<file path="src/design/timer_pkg.sv">
// Notes on behaviour
// - Counters and reload registers hold no trusted value
// - Idle timer: 16-bit hidden down counter
// - Thirteenth-bit toggle sets idle tick pending
// - Idle tick request only while enable set
// - Three identical units, counter plus two registers
// - Pin A two-way, pin B input only
// - Three mode bits choose mode and edges
// - PWM: count each cycle, reload A then B
// - PWM toggle option inverts pin A on underflow
// - PWM: A reload sets flag A, B sets B
// - PWM: enables A and B gate own requests
// - Event mode counts selected pin A edges
// - Event mode underflow sets flag A, enable A
// - Event mode pin B rise sets flag B
// - Event mode never drives pin A
// - Capture mode: free-running counter, A/B capture
// - Selected edge copies counter; B rise only paired with A rise
// - Captures set flags A/B, gated by enables
// - Capture underflow sets run bit, shares enable A
// - Mode encodings for PWM, event, capture
// - Run bit starts and stops PWM and event
package timer_pkg;
   localparam int         NUM_UNITS     = 3;
   localparam int         CNT_W         = 16;
   localparam int         ADDR_W        = 8;
   localparam int         TC_NS         = 10;
   localparam int         IDLE_TICK_BIT = 12;
   localparam int         IDLE_TICK_CYC = (1 << IDLE_TICK_BIT) * 10 / TC_NS;
   // Register map: idle word, then one 16-byte block per unit
   localparam logic [7:0] ADDR_IDLE     = 8'h00;
   localparam logic [3:0] UNIT_FIRST    = 4'h1;
   localparam logic [3:0] UNIT_LAST     = 4'h3;
   localparam logic [1:0] REG_CTRL      = 2'h0;
   localparam logic [1:0] REG_COUNT     = 2'h1;
   localparam logic [1:0] REG_RA        = 2'h2;
   localparam logic [1:0] REG_RB        = 2'h3;
   localparam logic [1:0] RESP_OKAY     = 2'h0;
   localparam logic [1:0] RESP_SLVERR   = 2'h2;
   localparam logic [15:0] CNT_RESET    = 16'h0000;
   localparam logic [7:0] CTRL_RESET    = 8'h00;
   // Mode select values
   localparam logic [2:0] MODE_EVT_RISE = 3'h0;
   localparam logic [2:0] MODE_EVT_FALL = 3'h1;
   localparam logic [2:0] MODE_CAP_RR   = 3'h2;
   localparam logic [2:0] MODE_CAP_FF   = 3'h3;
   localparam logic [2:0] MODE_PWM      = 3'h4;
   localparam logic [2:0] MODE_PWM_TGL  = 3'h5;
   localparam logic [2:0] MODE_CAP_RF   = 3'h6;
   localparam logic [2:0] MODE_CAP_FF2  = 3'h7;

   typedef struct packed {
      logic [2:0] mode;
      logic       run_uf;
      logic       pend_a;
      logic       en_a;
      logic       pend_b;
      logic       en_b;
   } unit_ctrl_t;

   typedef struct packed {
      logic        ctrl;
      logic        count;
      logic        ra;
      logic        rb;
      logic [15:0] data;
   } unit_wr_t;

   typedef struct packed {
      unit_ctrl_t  ctrl;
      logic [15:0] count;
      logic [15:0] ra;
      logic [15:0] rb;
   } unit_view_t;
endpackage

</file>
<file path="src/design/timer_top.sv">
// The register offsets and register access over AXI4-Lite are this design's own decisions.
`timescale 1ns/1ns
`default_nettype none
module timer_top
   import timer_pkg::*;
(
   // Clock and reset
   input  wire logic                 sys_clk,
   input  wire logic                 rst_n,
   // AXI4-Lite write address
   input  wire logic [ADDR_W-1:0]    s_axi_awaddr,
   input  wire logic                 s_axi_awvalid,
   output var  logic                 s_axi_awready,
   // AXI4-Lite write data
   input  wire logic [31:0]          s_axi_wdata,
   input  wire logic [3:0]           s_axi_wstrb,
   input  wire logic                 s_axi_wvalid,
   output var  logic                 s_axi_wready,
   // AXI4-Lite write response
   output var  logic [1:0]           s_axi_bresp,
   output var  logic                 s_axi_bvalid,
   input  wire logic                 s_axi_bready,
   // AXI4-Lite read address
   input  wire logic [ADDR_W-1:0]    s_axi_araddr,
   input  wire logic                 s_axi_arvalid,
   output var  logic                 s_axi_arready,
   // AXI4-Lite read data
   output var  logic [31:0]          s_axi_rdata,
   output var  logic [1:0]           s_axi_rresp,
   output var  logic                 s_axi_rvalid,
   input  wire logic                 s_axi_rready,
   // Timer pins
   input  wire logic [NUM_UNITS-1:0] pin_a_in,
   input  wire logic [NUM_UNITS-1:0] pin_b_in,
   output var  logic [NUM_UNITS-1:0] pin_a_out,
   output var  logic [NUM_UNITS-1:0] pin_a_oe,
   // Interrupt requests
   output var  logic                 irq_idle,
   output var  logic [NUM_UNITS-1:0] irq_a,
   output var  logic [NUM_UNITS-1:0] irq_b
);
   logic [15:0]       idle_timer;
   logic              idle_tick_pending;
   logic              idle_tick_irq_enable;
   logic [ADDR_W-1:0] aw_addr;
   logic              aw_got;
   logic [31:0]       w_data;
   logic [3:0]        w_strb;
   logic              w_got;
   unit_view_t        view [NUM_UNITS];
   unit_wr_t          unit_wr [NUM_UNITS];

   ////////////////////////////////////////////////////////////////////
   // Register lookup shared by reads and by write merging
   function automatic logic [32:0] lookup(input logic [ADDR_W-1:0] a);
      logic [3:0]  blk;
      logic [1:0]  sel;
      logic [1:0]  idx;
      logic [15:0] v;
      blk    = a[7:4];
      sel    = a[3:2];
      idx    = 2'(blk - UNIT_FIRST);
      v      = 16'h0000;
      lookup = {1'b0, 32'h0000_0000};
      if (a[7:2] == ADDR_IDLE[7:2]) begin
         lookup = {1'b1, 30'h0, idle_tick_pending, idle_tick_irq_enable};
      end else if (blk >= UNIT_FIRST && blk <= UNIT_LAST) begin
         case (sel)
            REG_CTRL:  v = {8'h00, view[idx].ctrl};
            REG_COUNT: v = view[idx].count;
            REG_RA:    v = view[idx].ra;
            REG_RB:    v = view[idx].rb;
            default:   v = 16'h0000;
         endcase
         lookup = {1'b1, 16'h0000, v};
      end
   endfunction

   ////////////////////////////////////////////////////////////////////
   // Write path decode: address and data may arrive in either order
   wire        aw_take   = s_axi_awvalid & s_axi_awready;
   wire        w_take    = s_axi_wvalid & s_axi_wready;
   wire        b_take    = s_axi_bvalid & s_axi_bready;
   wire        wr_fire   = aw_got & w_got & ~s_axi_bvalid;
   logic [32:0] wr_old;
   wire        wr_ok     = wr_old[32];
   wire [31:0] wr_mask   = {{8{w_strb[3]}}, {8{w_strb[2]}}, {8{w_strb[1]}}, {8{w_strb[0]}}};
   wire [31:0] wr_new    = (wr_old[31:0] & ~wr_mask) | (w_data & wr_mask);
   wire [3:0]  wr_blk    = aw_addr[7:4];
   wire [1:0]  wr_sel    = aw_addr[3:2];
   wire        wr_idle   = wr_fire & (aw_addr[7:2] == ADDR_IDLE[7:2]);

   // Read path decode
   wire        ar_take   = s_axi_arvalid & s_axi_arready;
   wire        r_take    = s_axi_rvalid & s_axi_rready;
   logic [32:0] rd_word;

   // Both lookups sit in one process: it wakes on register changes as well
   // as on address changes, which a continuous call of the function would miss
   always_comb begin
      wr_old  = lookup(aw_addr);
      rd_word = lookup(s_axi_araddr);
   end

   // Idle timer tick: bit 12 flips on the edge after the low bits are zero
   wire        idle_tick = (idle_timer[IDLE_TICK_BIT-1:0] == 12'h000);
   wire        next_idle_pending = (wr_idle ? wr_new[1] : idle_tick_pending) | idle_tick;

   ////////////////////////////////////////////////////////////////////
   // Write address and data holding
   always_ff @(posedge sys_clk or negedge rst_n) begin
      if (!rst_n) begin
         aw_addr <= '0;
         aw_got  <= 1'b0;
         w_data  <= 32'h0000_0000;
         w_strb  <= 4'h0;
         w_got   <= 1'b0;
      end else begin
         if (aw_take) begin
            aw_addr <= s_axi_awaddr;
         end
         if (w_take) begin
            w_data <= s_axi_wdata;
            w_strb <= s_axi_wstrb;
         end
         aw_got <= (aw_got | aw_take) & ~b_take;
         w_got  <= (w_got | w_take) & ~b_take;
      end
   end

   // Ready flags drop on each handshake and return once the response is taken
   always_ff @(posedge sys_clk or negedge rst_n) begin
      if (!rst_n) begin
         s_axi_awready <= 1'b1;
         s_axi_wready  <= 1'b1;
         s_axi_bvalid  <= 1'b0;
         s_axi_bresp   <= RESP_OKAY;
      end else begin
         s_axi_awready <= (s_axi_awready & ~aw_take) | b_take;
         s_axi_wready  <= (s_axi_wready & ~w_take) | b_take;
         if (wr_fire) begin
            s_axi_bvalid <= 1'b1;
            s_axi_bresp  <= wr_ok ? RESP_OKAY : RESP_SLVERR;
         end else if (b_take) begin
            s_axi_bvalid <= 1'b0;
         end
      end
   end

   // Read channel: one read in flight, answer one cycle after address
   always_ff @(posedge sys_clk or negedge rst_n) begin
      if (!rst_n) begin
         s_axi_arready <= 1'b1;
         s_axi_rvalid  <= 1'b0;
         s_axi_rdata   <= 32'h0000_0000;
         s_axi_rresp   <= RESP_OKAY;
      end else begin
         if (ar_take) begin
            s_axi_arready <= 1'b0;
            s_axi_rvalid  <= 1'b1;
            s_axi_rdata   <= rd_word[31:0];
            s_axi_rresp   <= rd_word[32] ? RESP_OKAY : RESP_SLVERR;
         end else if (r_take) begin
            s_axi_arready <= 1'b1;
            s_axi_rvalid  <= 1'b0;
         end
      end
   end

   ////////////////////////////////////////////////////////////////////
   // Idle timer: always counting, software cannot see or load it
   always_ff @(posedge sys_clk or negedge rst_n) begin
      if (!rst_n) begin
         idle_timer <= CNT_RESET;
      end else begin
         idle_timer <= 16'(idle_timer - 16'h0001);
      end
   end

   // Idle tick flag and its gated request; the set wins over a clear
   always_ff @(posedge sys_clk or negedge rst_n) begin
      if (!rst_n) begin
         idle_tick_pending    <= 1'b0;
         idle_tick_irq_enable <= 1'b0;
         irq_idle             <= 1'b0;
      end else begin
         idle_tick_pending    <= next_idle_pending;
         if (wr_idle) begin
            idle_tick_irq_enable <= wr_new[0];
         end
         irq_idle <= idle_tick_irq_enable & idle_tick_pending;
      end
   end

   ////////////////////////////////////////////////////////////////////
   // Three identical units, each with its own write strobes
   for (genvar i = 0; i < NUM_UNITS; i++) begin : g_unit
      localparam logic [3:0] BLK = 4'(UNIT_FIRST + 4'(i));
      wire hit = wr_fire & (wr_blk == BLK);
      assign unit_wr[i] = '{ctrl:  hit & (wr_sel == REG_CTRL),
                            count: hit & (wr_sel == REG_COUNT),
                            ra:    hit & (wr_sel == REG_RA),
                            rb:    hit & (wr_sel == REG_RB),
                            data:  wr_new[15:0]};

      timer_unit u_unit (
         .sys_clk   (sys_clk),
         .rst_n     (rst_n),
         .pin_a_in  (pin_a_in[i]),
         .pin_b_in  (pin_b_in[i]),
         .pin_a_out (pin_a_out[i]),
         .pin_a_oe  (pin_a_oe[i]),
         .wr        (unit_wr[i]),
         .view      (view[i]),
         .irq_a     (irq_a[i]),
         .irq_b     (irq_b[i])
      );
   end

   ////////////////////////////////////////////////////////////////////
   // Cycle counter between idle ticks, for the tick period check only
   logic [15:0] tick_gap;
   logic        tick_seen;
   always_ff @(posedge sys_clk or negedge rst_n) begin
      if (!rst_n) begin
         tick_gap  <= 16'h0000;
         tick_seen <= 1'b0;
      end else begin
         tick_gap  <= idle_tick ? 16'h0001 : 16'(tick_gap + 16'h0001);
         tick_seen <= tick_seen | idle_tick;
      end
   end
endmodule
`default_nettype wire

</file>
<file path="src/design/timer_unit.sv">
`timescale 1ns/1ns
`default_nettype none
module timer_unit
   import timer_pkg::*;
(
   // Clock and reset
   input  wire logic sys_clk,
   input  wire logic rst_n,
   // Pins
   input  wire logic pin_a_in,
   input  wire logic pin_b_in,
   output var  logic pin_a_out,
   output var  logic pin_a_oe,
   // Register side
   input  wire unit_wr_t wr,
   output var  unit_view_t view,
   output var  logic irq_a,
   output var  logic irq_b
);
   unit_ctrl_t  ctrl;
   unit_ctrl_t  next_ctrl;
   logic [15:0] count;
   logic [15:0] ra;
   logic [15:0] rb;
   logic        phase;
   logic        a_s1, a_s2, a_s3;
   logic        b_s1, b_s2, b_s3;

   ////////////////////////////////////////////////////////////////////
   // Two-flop synchronisers, third flop only for edge detection
   always_ff @(posedge sys_clk or negedge rst_n) begin
      if (!rst_n) begin
         {a_s1, a_s2, a_s3} <= 3'h0;
         {b_s1, b_s2, b_s3} <= 3'h0;
      end else begin
         {a_s3, a_s2, a_s1} <= {a_s2, a_s1, pin_a_in};
         {b_s3, b_s2, b_s1} <= {b_s2, b_s1, pin_b_in};
      end
   end

   // Edge and mode decode
   wire a_rise    = a_s2 & ~a_s3;
   wire a_fall    = ~a_s2 & a_s3;
   wire b_rise    = b_s2 & ~b_s3;
   wire b_fall    = ~b_s2 & b_s3;
   wire is_pwm    = (ctrl.mode[2:1] == 2'b10);
   wire is_evt    = (ctrl.mode[2:1] == 2'b00);
   wire is_cap    = ctrl.mode[1];
   wire toggle_en = is_pwm & (ctrl.mode == MODE_PWM_TGL);
   wire evt_edge  = ctrl.mode[0] ? a_fall : a_rise;
   wire cap_a     = is_cap & (ctrl.mode[0] ? a_fall : a_rise);
   wire cap_b     = is_cap & ((ctrl.mode == MODE_CAP_RR) ? b_rise : b_fall);
   // Capture mode runs regardless of the run bit, which is its flag there
   wire tick      = is_cap | (ctrl.run_uf & (is_pwm | (is_evt & evt_edge)));
   wire uf        = tick & (count == 16'h0000);
   wire [15:0] reload = phase ? rb : ra;
   wire set_a     = (is_pwm & uf & ~phase) | (is_evt & uf) | cap_a;
   wire set_b     = (is_pwm & uf & phase) | (is_evt & b_rise) | cap_b;
   wire set_uf    = is_cap & uf;
   wire [15:0] next_count = wr.count ? wr.data :
                            (uf & is_pwm) ? reload :
                            (uf & is_evt) ? ra :
                            tick ? 16'(count - 16'h0001) : count;
   wire next_phase = (is_pwm & ctrl.run_uf) ? (phase ^ uf) : 1'b0;

   // Software writes first, hardware sets on top so no event is lost
   always_comb begin
      next_ctrl = wr.ctrl ? unit_ctrl_t'(wr.data[7:0]) : ctrl;
      next_ctrl.pend_a = next_ctrl.pend_a | set_a;
      next_ctrl.pend_b = next_ctrl.pend_b | set_b;
      next_ctrl.run_uf = next_ctrl.run_uf | set_uf;
   end

   ////////////////////////////////////////////////////////////////////
   // Counter and registers; reset value is never relied upon
   always_ff @(posedge sys_clk or negedge rst_n) begin
      if (!rst_n) begin
         count <= CNT_RESET;
         ra    <= CNT_RESET;
         rb    <= CNT_RESET;
      end else begin
         count <= next_count;
         ra    <= cap_a ? count : (wr.ra ? wr.data : ra);
         rb    <= cap_b ? count : (wr.rb ? wr.data : rb);
      end
   end

   // Control, phase, pin drive and requests
   always_ff @(posedge sys_clk or negedge rst_n) begin
      if (!rst_n) begin
         ctrl      <= unit_ctrl_t'(CTRL_RESET);
         phase     <= 1'b0;
         pin_a_out <= 1'b0;
         pin_a_oe  <= 1'b0;
         irq_a     <= 1'b0;
         irq_b     <= 1'b0;
      end else begin
         ctrl      <= next_ctrl;
         phase     <= next_phase;
         pin_a_out <= pin_a_out ^ (uf & toggle_en);
         pin_a_oe  <= is_pwm;
         irq_a     <= ctrl.en_a & (ctrl.pend_a | (is_cap & ctrl.run_uf));
         irq_b     <= ctrl.en_b & ctrl.pend_b;
      end
   end

   assign view = '{ctrl: ctrl, count: count, ra: ra, rb: rb};
endmodule
`default_nettype wire

</file>
<file path="config.mk">
export PLATFORM = sky130hd
export DESIGN_NAME = timer_top
export DESIGN_NICKNAME = d
export VERILOG_FILES = /design/src/design/timer_pkg.sv /design/src/design/timer_top.sv /design/src/design/timer_unit.sv
export SDC_FILE = /design/constraint.sdc
export NUM_CORES = 1
export LEC_CHECK = 0
export BUFFER_PORTS_ARGS = -buffer_cell sky130_fd_sc_hd__buf_2
export CORE_MARGIN = 4
export CORE_UTILIZATION = 50
export DETAILED_ROUTE_END_ITERATION = 10
export HOLD_SLACK_MARGIN = 0.03
export PLACE_DENSITY_LB_ADDON = 0.3
export SYNTH_ARGS = -nofsm -noshare
export SYNTH_HDL_FRONTEND = slang
export SYNTH_SLANG_ARGS = --single-unit
</file>
<file path="constraint.sdc">
create_clock -name sys_clk -period 4.4 [get_ports sys_clk]
set_clock_uncertainty 0.1 [all_clocks]
set_input_delay 1.32 -clock sys_clk [delete_from_list [all_inputs] [get_ports sys_clk]]
set_output_delay 1.32 -clock sys_clk [all_outputs]
set_load 0.005 [all_outputs]
</file>
# == Yosys cells after proc, flatten, opt, wreduce, memory -nomap -nowiden ==
# Cells that the tools add are included.
# word_totals
latch_bits,0
n_memories,0
out_inout_bits,54
romBits,0
mem_bits_rw,0
register_bits,289
inputBits,65
wordCells,348
# classes
shift,0
n_mul,0
div_mod_pow,0
n_eq_ne,18
n_reduce_logical,24
n_bitwise,157
n_addsub,6
mux,60
n_lt_le_gt_ge,6
# ops
op,count
16-bit 2-to-1 mux,27
56-bit binary-select mux with 2-bit select,2
56-bit 2-to-1 mux,4
33-bit 2-to-1 mux,4
16-bit one-hot mux with 4 select lines,2
1-bit bitwise AND,91
"16-bit by 1-bit subtractor with 16-bit output, second input constant",4
16-bit zero test,3
1-bit OR,35
16-bit bitwise AND,2
1-bit inverter,19
1-bit 2-to-1 mux,16
16-bit inverter,1
16-bit OR,1
2-bit nonzero test,8
5-bit 2-to-1 mux,3
"2-bit == test, second input constant",7
12-bit zero test,1
6-bit zero test,2
4-bit nonzero test,3
2-bit zero test,5
"3-bit by 2-bit == test with 1-bit output, second input constant",3
"3-bit == test, second input constant",3
"4-bit by 2-bit == test with 1-bit output, second input constant",2
10 further kinds,23

# == Longest topological paths before layout ==
# Gate-level depths: netlist of run 1.
# logic_depth
ltp_word,13
ltp_mapped,13
depth_no_buf,8

# == By module ==
# A second synthesis of run 1 with hierarchy kept.
# hier_totals
cells_unflattened,1865
hier_area_um2,17241.5
# by_module_without_submodules
module,n_inst,cells_per_inst,area_each_um2
timer_unit,3,395,3753.6
timer_top,1,680,5980.7

# == Worst setup path before layout of run 1 ==
# OpenSTA, ideal clock, no wires.
# synth_timing
path_type,input-to-reg
startpoint,input s_axi_araddr[4]
endpoint,register s_axi_rdata[11]
n_path_buf,4
t_required_ns,4.178
t_arrival_ns,3.887
setup_ns,0.122
setup_slack_ns,0.291
cell_stages,11
cell_sequence,clkbuf_1 clkinv_1 ha_1 clkbuf_1 buf_1 buf_2 mux2i_1 o22ai_1 a32oi_1 o21ai_0 a32o_1
# synth_via
elab_chain_len,8
word_cells_on_any_way,12
# synth_lines
element,line_no,source
"start, declared",timer_top.sv:24,"input wire logic [ADDR_W-1:0] s_axi_araddr,"
2-bit by 1-bit subtractor with 2-bit output,timer_top.sv:62,idx = 2'(blk - UNIT_FIRST);
2-bit inverter with 3-bit output (implied by the code),"timer_top.sv:70, timer_top.sv:71, timer_top.sv:72",
56-bit binary-select mux with 2-bit select,"timer_top.sv:70, timer_top.sv:71, timer_top.sv:72",
56-bit 2-to-1 mux (implied by the code) (2 in series),timer_top.sv:72,REG_RB: v = view[idx].rb;
16-bit one-hot mux with 4 select lines,timer_top.sv:68,case (sel)
33-bit 2-to-1 mux,timer_top.sv:67,end else if (blk >= UNIT_FIRST && blk <= UNIT_LAST) begin
33-bit 2-to-1 mux *,timer_top.sv:65,if (a[7:2] == ADDR_IDLE[7:2]) begin
"end signal, assigned",timer_top.sv:161,s_axi_rdata <= rd_word[31:0];
"end, declared",timer_top.sv:28,"output var logic [31:0] s_axi_rdata,"
# Every way passes the cells marked *; elsewhere a longest branch is shown, timed or not. The select of a mux whose other input is x is not followed.
# A chain may end at the register's enable or synchronous reset.

# == Worst setup path after layout of run 1 ==
# layout_timing
startpoint,register aw_addr[4]
endpoint,register g_unit[2].u_unit.count[6]
# layout_via
elab_chain_len,11
word_cells_on_any_way,19
# layout_lines
element,line_no,source
"start, declared",timer_top.sv:45,logic [ADDR_W-1:0] aw_addr;
"start signal, assigned",timer_top.sv:120,aw_addr <= s_axi_awaddr;
2-bit by 1-bit subtractor with 2-bit output,timer_top.sv:62,
2-bit inverter with 3-bit output (implied by the code),--,
56-bit binary-select mux with 2-bit select,--,
56-bit 2-to-1 mux (implied by the code) (2 in series),timer_top.sv:72,
16-bit one-hot mux with 4 select lines,timer_top.sv:68,
33-bit 2-to-1 mux,timer_top.sv:67,
33-bit 2-to-1 mux,timer_top.sv:65,
16-bit bitwise AND,timer_top.sv:88,wire [31:0] wr_new = (wr_old[31:0] & ~wr_mask) | (w_data & wr_mask);
16-bit OR,timer_top.sv:88,
16-bit 2-to-1 mux,timer_unit.sv:60,wire [15:0] next_count = wr.count ? wr.data :
"end signal, assigned",timer_unit.sv:82,count <= next_count;
"end, declared",timer_unit.sv:22,logic [15:0] count;
# Several ways; a longest one is shown, not always the timed one. The select of a mux whose other input is x is not followed.

==> metrics.csv, run 1 <==
stage,metric,value,unit
synth,synth-edff-count,0,
timing,finalHoldViolations,0,
floorplan,die_h,191.5,µm
power,finalPower,12.84,mW
floorplan,die_w,191.5,µm
place,placed_area,17460,µm²
grt,antenna_found_initial,2,
timing,max_slew_margin,0.1450,
cts,root_buffer,clkbuf_16,
grt,track_usage,0.3278,
layout,drive_gt1_frac,0.1657,
cts,clock_sinks,265,
layout,fin_nets,1962,
cts,htreeDepth,1,
cts,clockBufferDepth,3,
cts,cts_tree,built,
cts,clk_latency,570,ps
critical_path,crit_slowest_cell,ha_4,
layout,area_delta_synth_final,10.43,%
detailed_routing,drt_wl_total,61.56,mm
critical_path,worst_setup_path_end_kind,flop,
critical_path,worstPathArrival,4280,ps
detailed_routing,antenna_left,0,
synth,ys_warn_count,0,
power,p_per_area,690.5,nW/µm²
cts,cts_hold_buffers,0,
critical_path,worstPathCellList,clkinv_1 > ha_4 > nand2b_1 > nor2_1 > a21oi_1 > a31oi_1 > buf_4 > o221ai_1 > a21oi_1,
critical_path,crit_buf_inv,2,
critical_path,max_stage_delay,770,ps
timing,fin_crit,3889,ps
synth,seq_area_frac_synth,0.3940,
place,io_buffers,78,
grt,grt_pass1_vias,15250,
timing,period_share,0.8840,
floorplan,io_pins,119,
power,irDropWorstVdd,0.3817,mV
cts,cts.clk_slew.worst_paths,60,ps
floorplan,dieArea,36690,µm²
grt,grt_max_degree,99,
critical_path,critPathKind,flop to flop,
cts,cts_setup_buffers,0,
timing,timing.fmax,0.2571,GHz
cts,cts_resized,0,
place,routabilityCongestion,1.028,
synth,syn_area_per_cell,8.883,µm²
timing,setup_viol,0,
critical_path,critPathTopFamily,compound AO/OA/AOI/OAI gates,
detailed_routing,drt_pass1_iterations,6,
job,drv_cap,0,
place,pre_cts_ws,530.5,ps
synth,synthArstFlopShare,1.000,
timing,rsz0062_at_grt,no,
status,status,"complete, no violations",
synth,ys_ff_latch,265,
place,dpl.hpwl,43.53,mm
layout,post-route-cell-area,18600,µm²
critical_path,crit_fanout,36,
synth,ys_types,82,
floorplan,row_count,66,
detailed_routing,drc_errors,0,
grt,grt_pass1_wl,92.74,mm
critical_path,path_common_cell,a21oi_1,
detailed_routing,drt_first_iter_violations,2644,
critical_path,required,4800,ps
detailed_routing,vias_per_cell,6.843,
cts,cts_made_buffers,31,
synth,netlist_instances,1896,
floorplan,core,32870,µm²
timing,tightest_slew,1274,ps
synth,ys.flop_type,dfrtp_1,
floorplan,initial_core_util,0.5124,
timing,final_max_slew_viol_count,0,
power,p_leak,7.895,nW
detailed_routing,vias,16080,
timing,worst_slack,510.6,ps
layout,nFillCells,2928,
worst_hold_path,hp-class,flop to flop,
timing,tns,0,ps
layout,final_core_util,0.5659,
detailed_routing,wl_per_cell,26.20,µm
grt,gr-total-overflow,0,
synth,synth_area,16840,µm²
critical_path,start_kind,flop,
## placed cells by master, fill, tap and decap left out, types with 33 or more instances in the layout
cell,count
dfrtp_1,262
nand2_1,181
o21ai_0,175
nor2_1,138
a21oi_1,138
mux2i_1,81
mux2_2,78
buf_2,77
buf_4,55
nand3_1,40
a22oi_1,38
o22ai_1,33
## cells by family after synthesis
| kind of cell | Yosys count | share of synthesized area |
|---|---|---|
| AO/OA/AOI/OAI | 616 | 0.2331 |
| XOR/XNOR | 50 | 0.02600 |
| adder cells (fa/ha/maj) | 14 | 0.01040 |
| buffers and inverters | 234 | 0.06040 |
| flip-flops | 265 | 0.3940 |
| multiplexers | 174 | 0.1203 |
| other | 1 | 0.0002227 |
| AND/OR/NAND/NOR | 542 | 0.1556 |
## where the power goes
part           internal, mW  leakage [nW]  switching, mW
registers              3.16          3.41           1.45
logic                  2.22          3.93           3.14
clock network          1.80         0.552           1.07
total                  7.18          7.90           5.66
## cell usage after synthesis (15+ instances only)
library cell | n | area (µm²)
a21oi_1 | 139 | 695.7
a31oi_1 | 25 | 156.4
mux2i_1 | 81 | 810.8
o21ai_0 | 176 | 880.8
a211oi_1 | 16 | 120.1
nor4_1 | 18 | 112.6
xnor2_1 | 22 | 192.7
buf_4 | 30 | 225.2
nor2b_1 | 15 | 93.84
dfrtp_1 | 262 | 6556
a22oi_1 | 38 | 285.3
a221oi_1 | 31 | 271.5
nand3_1 | 40 | 200.2
mux2_2 | 78 | 878.3
a21o_1 | 18 | 135.1
nor2_1 | 138 | 518.0
nor3_1 | 32 | 160.2
inv_1 | 31 | 116.4
clkbuf_1 | 141 | 529.3
o211ai_1 | 22 | 165.2
mux4_2 | 15 | 337.8
nand2_1 | 181 | 679.4
xor2_1 | 28 | 245.2
o22ai_1 | 33 | 206.5
## layer usage
metal,share of wire,GRT usage
met5,0,0
met2,0.41,0.4744
met4,0.067,0.1749
met3,0.13,0.08729
met1,0.39,0.4496
## flip-flops by register name, indices dropped and copies added (netlist names), 6 cells and up
name / cells
g_unit.u_unit.view: 24
s_axi_rdata: 16
g_unit.u_unit.rb: 48
g_unit.u_unit.ra: 48
aw_addr: 6
w_data: 16
g_unit.u_unit.count: 48
idle_timer: 12
## per-stage QoR
step / hold WS [ps] / std cells
after floorplan: 231.2 / 1913
after global placement: 235.4 / 2292
after detailed placement: 238.7 / 2292
after CTS: 251.8 / 2349
after global routing: 260.5 / 2350
final: 249.4 / 2350
## worst reg2reg max path, delay by kind of cell (launching register included)
family	cells	cell delay, ps
AOI/OAI and AO/OA	4	1110
and+or+nand+nor	2	780
adders and majority gates	1	770
buffers and inverters	2	710
DFF	1	360
## worst paths after layout
check                                       from                        end  slack (ps)  cells past startpoint
max reg2reg                           aw_addr[4]  g_unit[2].u_unit.count[6]         510                      9
min reg2reg                g_unit[0].u_unit.b_s1      g_unit[0].u_unit.b_s2         250                      0
min in group asynchronous                  rst_n  g_unit[0].u_unit.count[5]         710                      1
max                                   aw_addr[4]  g_unit[2].u_unit.count[6]         510                      9
max in group asynchronous                  rst_n     g_unit[0].u_unit.rb[0]        2570                      2
min                        g_unit[0].u_unit.b_s1      g_unit[0].u_unit.b_s2         250                      0
## area by class of cell
type / instances / area [µm²] / area share
inverters: 36 / 135.1 / 0.007265
diodes: 1 / 2.502 / 0.0001345
well taps: 442 / 553.0 / 0.02973
repair buffers: 135 / 853.3 / 0.04588
multi-input cells: 1414 / 9281 / 0.4990
clock inverters: 20 / 310.3 / 0.01668
clock buffers: 37 / 828.3 / 0.04453
flip-flops and latches: 265 / 6635 / 0.3567
(Power assumes the default switching activity.)
==> run 2, diff against run 1 <==
- ABC_AREA: not set -> 1
==> run 2 against run 1 <==
  * Cell area up 3.0%
  * Sequential cell count unchanged
  * Via count up 15%
  * Non-clock buffer count down 26
  * First-iteration DRC count down 10%
  * Synthesized cell count up 36%
  * Sequential share of layout area down 1.1 points
  * Worst setup slack better by 400 ps
  * Die area up 5.1%
  * Worst hold slack about the same
  * Sequential power down 12%
  * Highest routed layer unchanged
==> metrics.csv, run 2 <==
stage,metric,value,unit
synth,yosys.cell_count.top_type,nand2_1,
timing,rsz0062_at_grt,no,
detailed_routing,drt_first_iter_violations,2379,
layout,regArea,6635,µm²
critical_path,start_kind,flop,
timing,max_slew_margin,0.2328,
place,io_buffers,78,
synth,seq_area_frac_synth,0.3740,
layout,fin_nets,2654,
cts,cts_tree,built,
cts,clock_sinks,265,
synth,netlist.area_leader.share,0.3695,
cts,cts_resized,0,
grt,gr-total-overflow,0,
timing,finalHoldViolations,0,
floorplan,core,34800,µm²
critical_path,worstPathArrival,3850,ps
critical_path,required,4750,ps
floorplan,io_pins,119,
critical_path,worstPathCellList,inv_1 > ha_2 > buf_4 > nand2_1 > nand3_1 > nand2_1 > nand2_1 > nand3_1 > nand2_1 > nand2_1 > a22oi_1 > nand2_1,
synth,syn_area_per_cell,6.901,µm²
critical_path,crit_fanout,31,
detailed_routing,drt_wl_total,69.19,mm
synth,ys_types,45,
critical_path,crit_buf_inv,2,
synth,synth_area_leaders,"dfrtp_1 37%, nand2_1 19%, nand3_1 6.1%",
power,p_leak,9.483,nW
synth,synthArstFlopShare,1.000,
synth,synthTopCellsByCount,"912 x nand2_1, 262 x dfrtp_1, 253 x inv_1, 216 x nand3_1, 175 x o21ai_0",
cts,root_buffer,clkbuf_16,
detailed_routing,drc_errors,0,
place,pre_cts_ws,660.8,ps
detailed_routing,wl_per_cell,22.68,µm
critical_path,critPathKind,flop to flop,
detailed_routing,vias,18550,
layout,multiInputGateArea,9253,µm²
timing,setup_viol,0,
grt,antenna_found_initial,1,
layout,post-route-cell-area,19170,µm²
layout,nFillCells,3478,
worst_hold_path,hp-class,flop to flop,
place,dpl.hpwl,50.61,mm
detailed_routing,drt_pass1_iterations,6,
timing,timing.fmax,0.2864,GHz
cts,htreeDepth,1,
cts,cts_made_buffers,30,
cts,cts_setup_buffers,0,
floorplan,die_h,196.4,µm
grt,grt_pass1_vias,17210,
floorplan,initial_core_util,0.5099,
critical_path,worst_setup_path_end_kind,flop,
power,irDropWorstVdd,0.4561,mV
synth,synth_area,17740,µm²
detailed_routing,vias_per_cell,6.081,
synth,ys_warn_count,0,
power,p_per_area,710.3,nW/µm²
critical_path,crit_slowest_cell,ha_2,
cts,clk_latency,600,ps
critical_path,path_common_cell,nand2_1,
synth,synth-edff-count,0,
layout,area_delta_synth_final,8.025,%
critical_path,critPathTopFamily,simple AND/OR/NAND/NOR gates,
layout,final_common_cell,nand2_1,
synth,synth_area_leader_cell,dfrtp_1,
timing,period_share,0.7936,
timing,tns,0,ps
floorplan,dieArea,38560,µm²
floorplan,die_w,196.4,µm
job,drv_cap,0,
cts,clockBufferDepth,3,
detailed_routing,antenna_left,0,
floorplan,row_count,68,
place,routabilityCongestion,1.014,
grt,track_usage,0.3498,
synth,netlist_instances,2571,
grt,grt_max_degree,86,
layout,drive_gt1_frac,0.09784,
layout,final_cell_mix,"912 x nand2_1, 262 x dfrtp_1, 253 x inv_1, 216 x nand3_1, 175 x o21ai_0",
layout,antenna_cells,0,
status,status,"complete, no violations",
timing,worst_slack,908.1,ps
cts,cts_hold_buffers,0,
timing,fin_crit,3492,ps
synth,ys.flop_type,dfrtp_1,
timing,final_max_slew_viol_count,0,
cts,cts.clk_slew.worst_paths,60,ps
synth,ys_ff_latch,265,
timing,tightest_slew,1151,ps
place,placed_area,18200,µm²
critical_path,max_stage_delay,770,ps
layout,largestRegisters,"g_unit.u_unit.count (48), g_unit.u_unit.ra (48), g_unit.u_unit.rb (48)",
grt,grt_pass1_wl,104.4,mm
## run 2: cell types whose count changed after synthesis, sizes merged, moves of 25 or more
cell | previous run | this run
mux2i | 81 | 0
nand2 | 181 | 928
nand3 | 40 | 222
o221ai | 8 | 75
a221oi | 31 | 0
mux2 | 78 | 0
a21oi | 139 | 97
inv | 31 | 282
a31oi | 25 | 0
clkbuf | 142 | 51
buf | 56 | 103
## run 2: path summary, 6_finish.rpt
kind                                       start                         to  slack [ps]  depth (start not counted)
hold reg to reg            g_unit[1].u_unit.a_s1      g_unit[1].u_unit.a_s2         250                          0
max in group asynchronous                  rst_n              idle_timer[6]        2700                          2
min in group asynchronous                  rst_n      g_unit[0].u_unit.a_s1         600                          1
setup reg to reg                      aw_addr[5]  g_unit[0].u_unit.count[3]         910                         12
setup / recovery                      aw_addr[5]  g_unit[0].u_unit.count[3]         910                         12
hold / removal             g_unit[1].u_unit.a_s1      g_unit[1].u_unit.a_s2         250                          0
## run 2: logic make-up (layout without fill, tap and decap cells)
family	Yosys count	after routing	synth area share
AND/OR/NAND/NOR	1312	1312	0.3131
other	1	18	0.0002114
AO/OA/AOI/OAI	502	502	0.1762
flip-flops	265	265	0.3740
buffers and inverters	440	448	0.1084
adder cells (fa/ha/maj)	14	14	0.009873
XOR/XNOR	37	37	0.01827
## run 2: cell type report
| class | instances | area share |
|---|---|---|
| Sequential cell | 265 | 0.3462 |
| Timing Repair Buffer | 109 | 0.03434 |
| Clock buffer | 39 | 0.04198 |
| Multi-Input combinational cell | 1883 | 0.4828 |
| Inverter | 286 | 0.05634 |
| Tap cell | 455 | 0.02970 |
| Clock inverter | 14 | 0.008683 |
## run 2: stage by stage
step | util | std cells | total power, mW | hold slack (ps)
floorplan | - | 2588 | 8.576 | 231.2
global placement | 0.5229 | 2998 | 10.72 | 234.6
detailed placement | 0.5229 | 2998 | 10.83 | 238.6
CTS | 0.5508 | 3051 | 13.42 | 253.0
global route | 0.5508 | 3051 | 14.46 | 261.8
finish | 0.5508 | 3051 | 13.61 | 249.1
## run 2: per-layer routing
| layer | GRT usage | share of wire | wire length (µm) |
|---|---|---|---|
| met2 | 0.5397 | 0.45 | 30850 |
| met5 | 0 | 0 | 0 |
| met3 | 0.06308 | 0.099 | 6844 |
| met4 | 0.1614 | 0.053 | 3650 |
| met1 | 0.4822 | 0.40 | 27850 |
## run 2: report_power, final
part	leakage (nW)	internal [mW]	total [mW]	switching [mW]
clock network	0.478	1.46	2.55	1.09
registers	3.47	3.18	4.03	0.848
logic	5.53	2.02	7.03	5.01
total	9.48	6.66	13.6	6.95
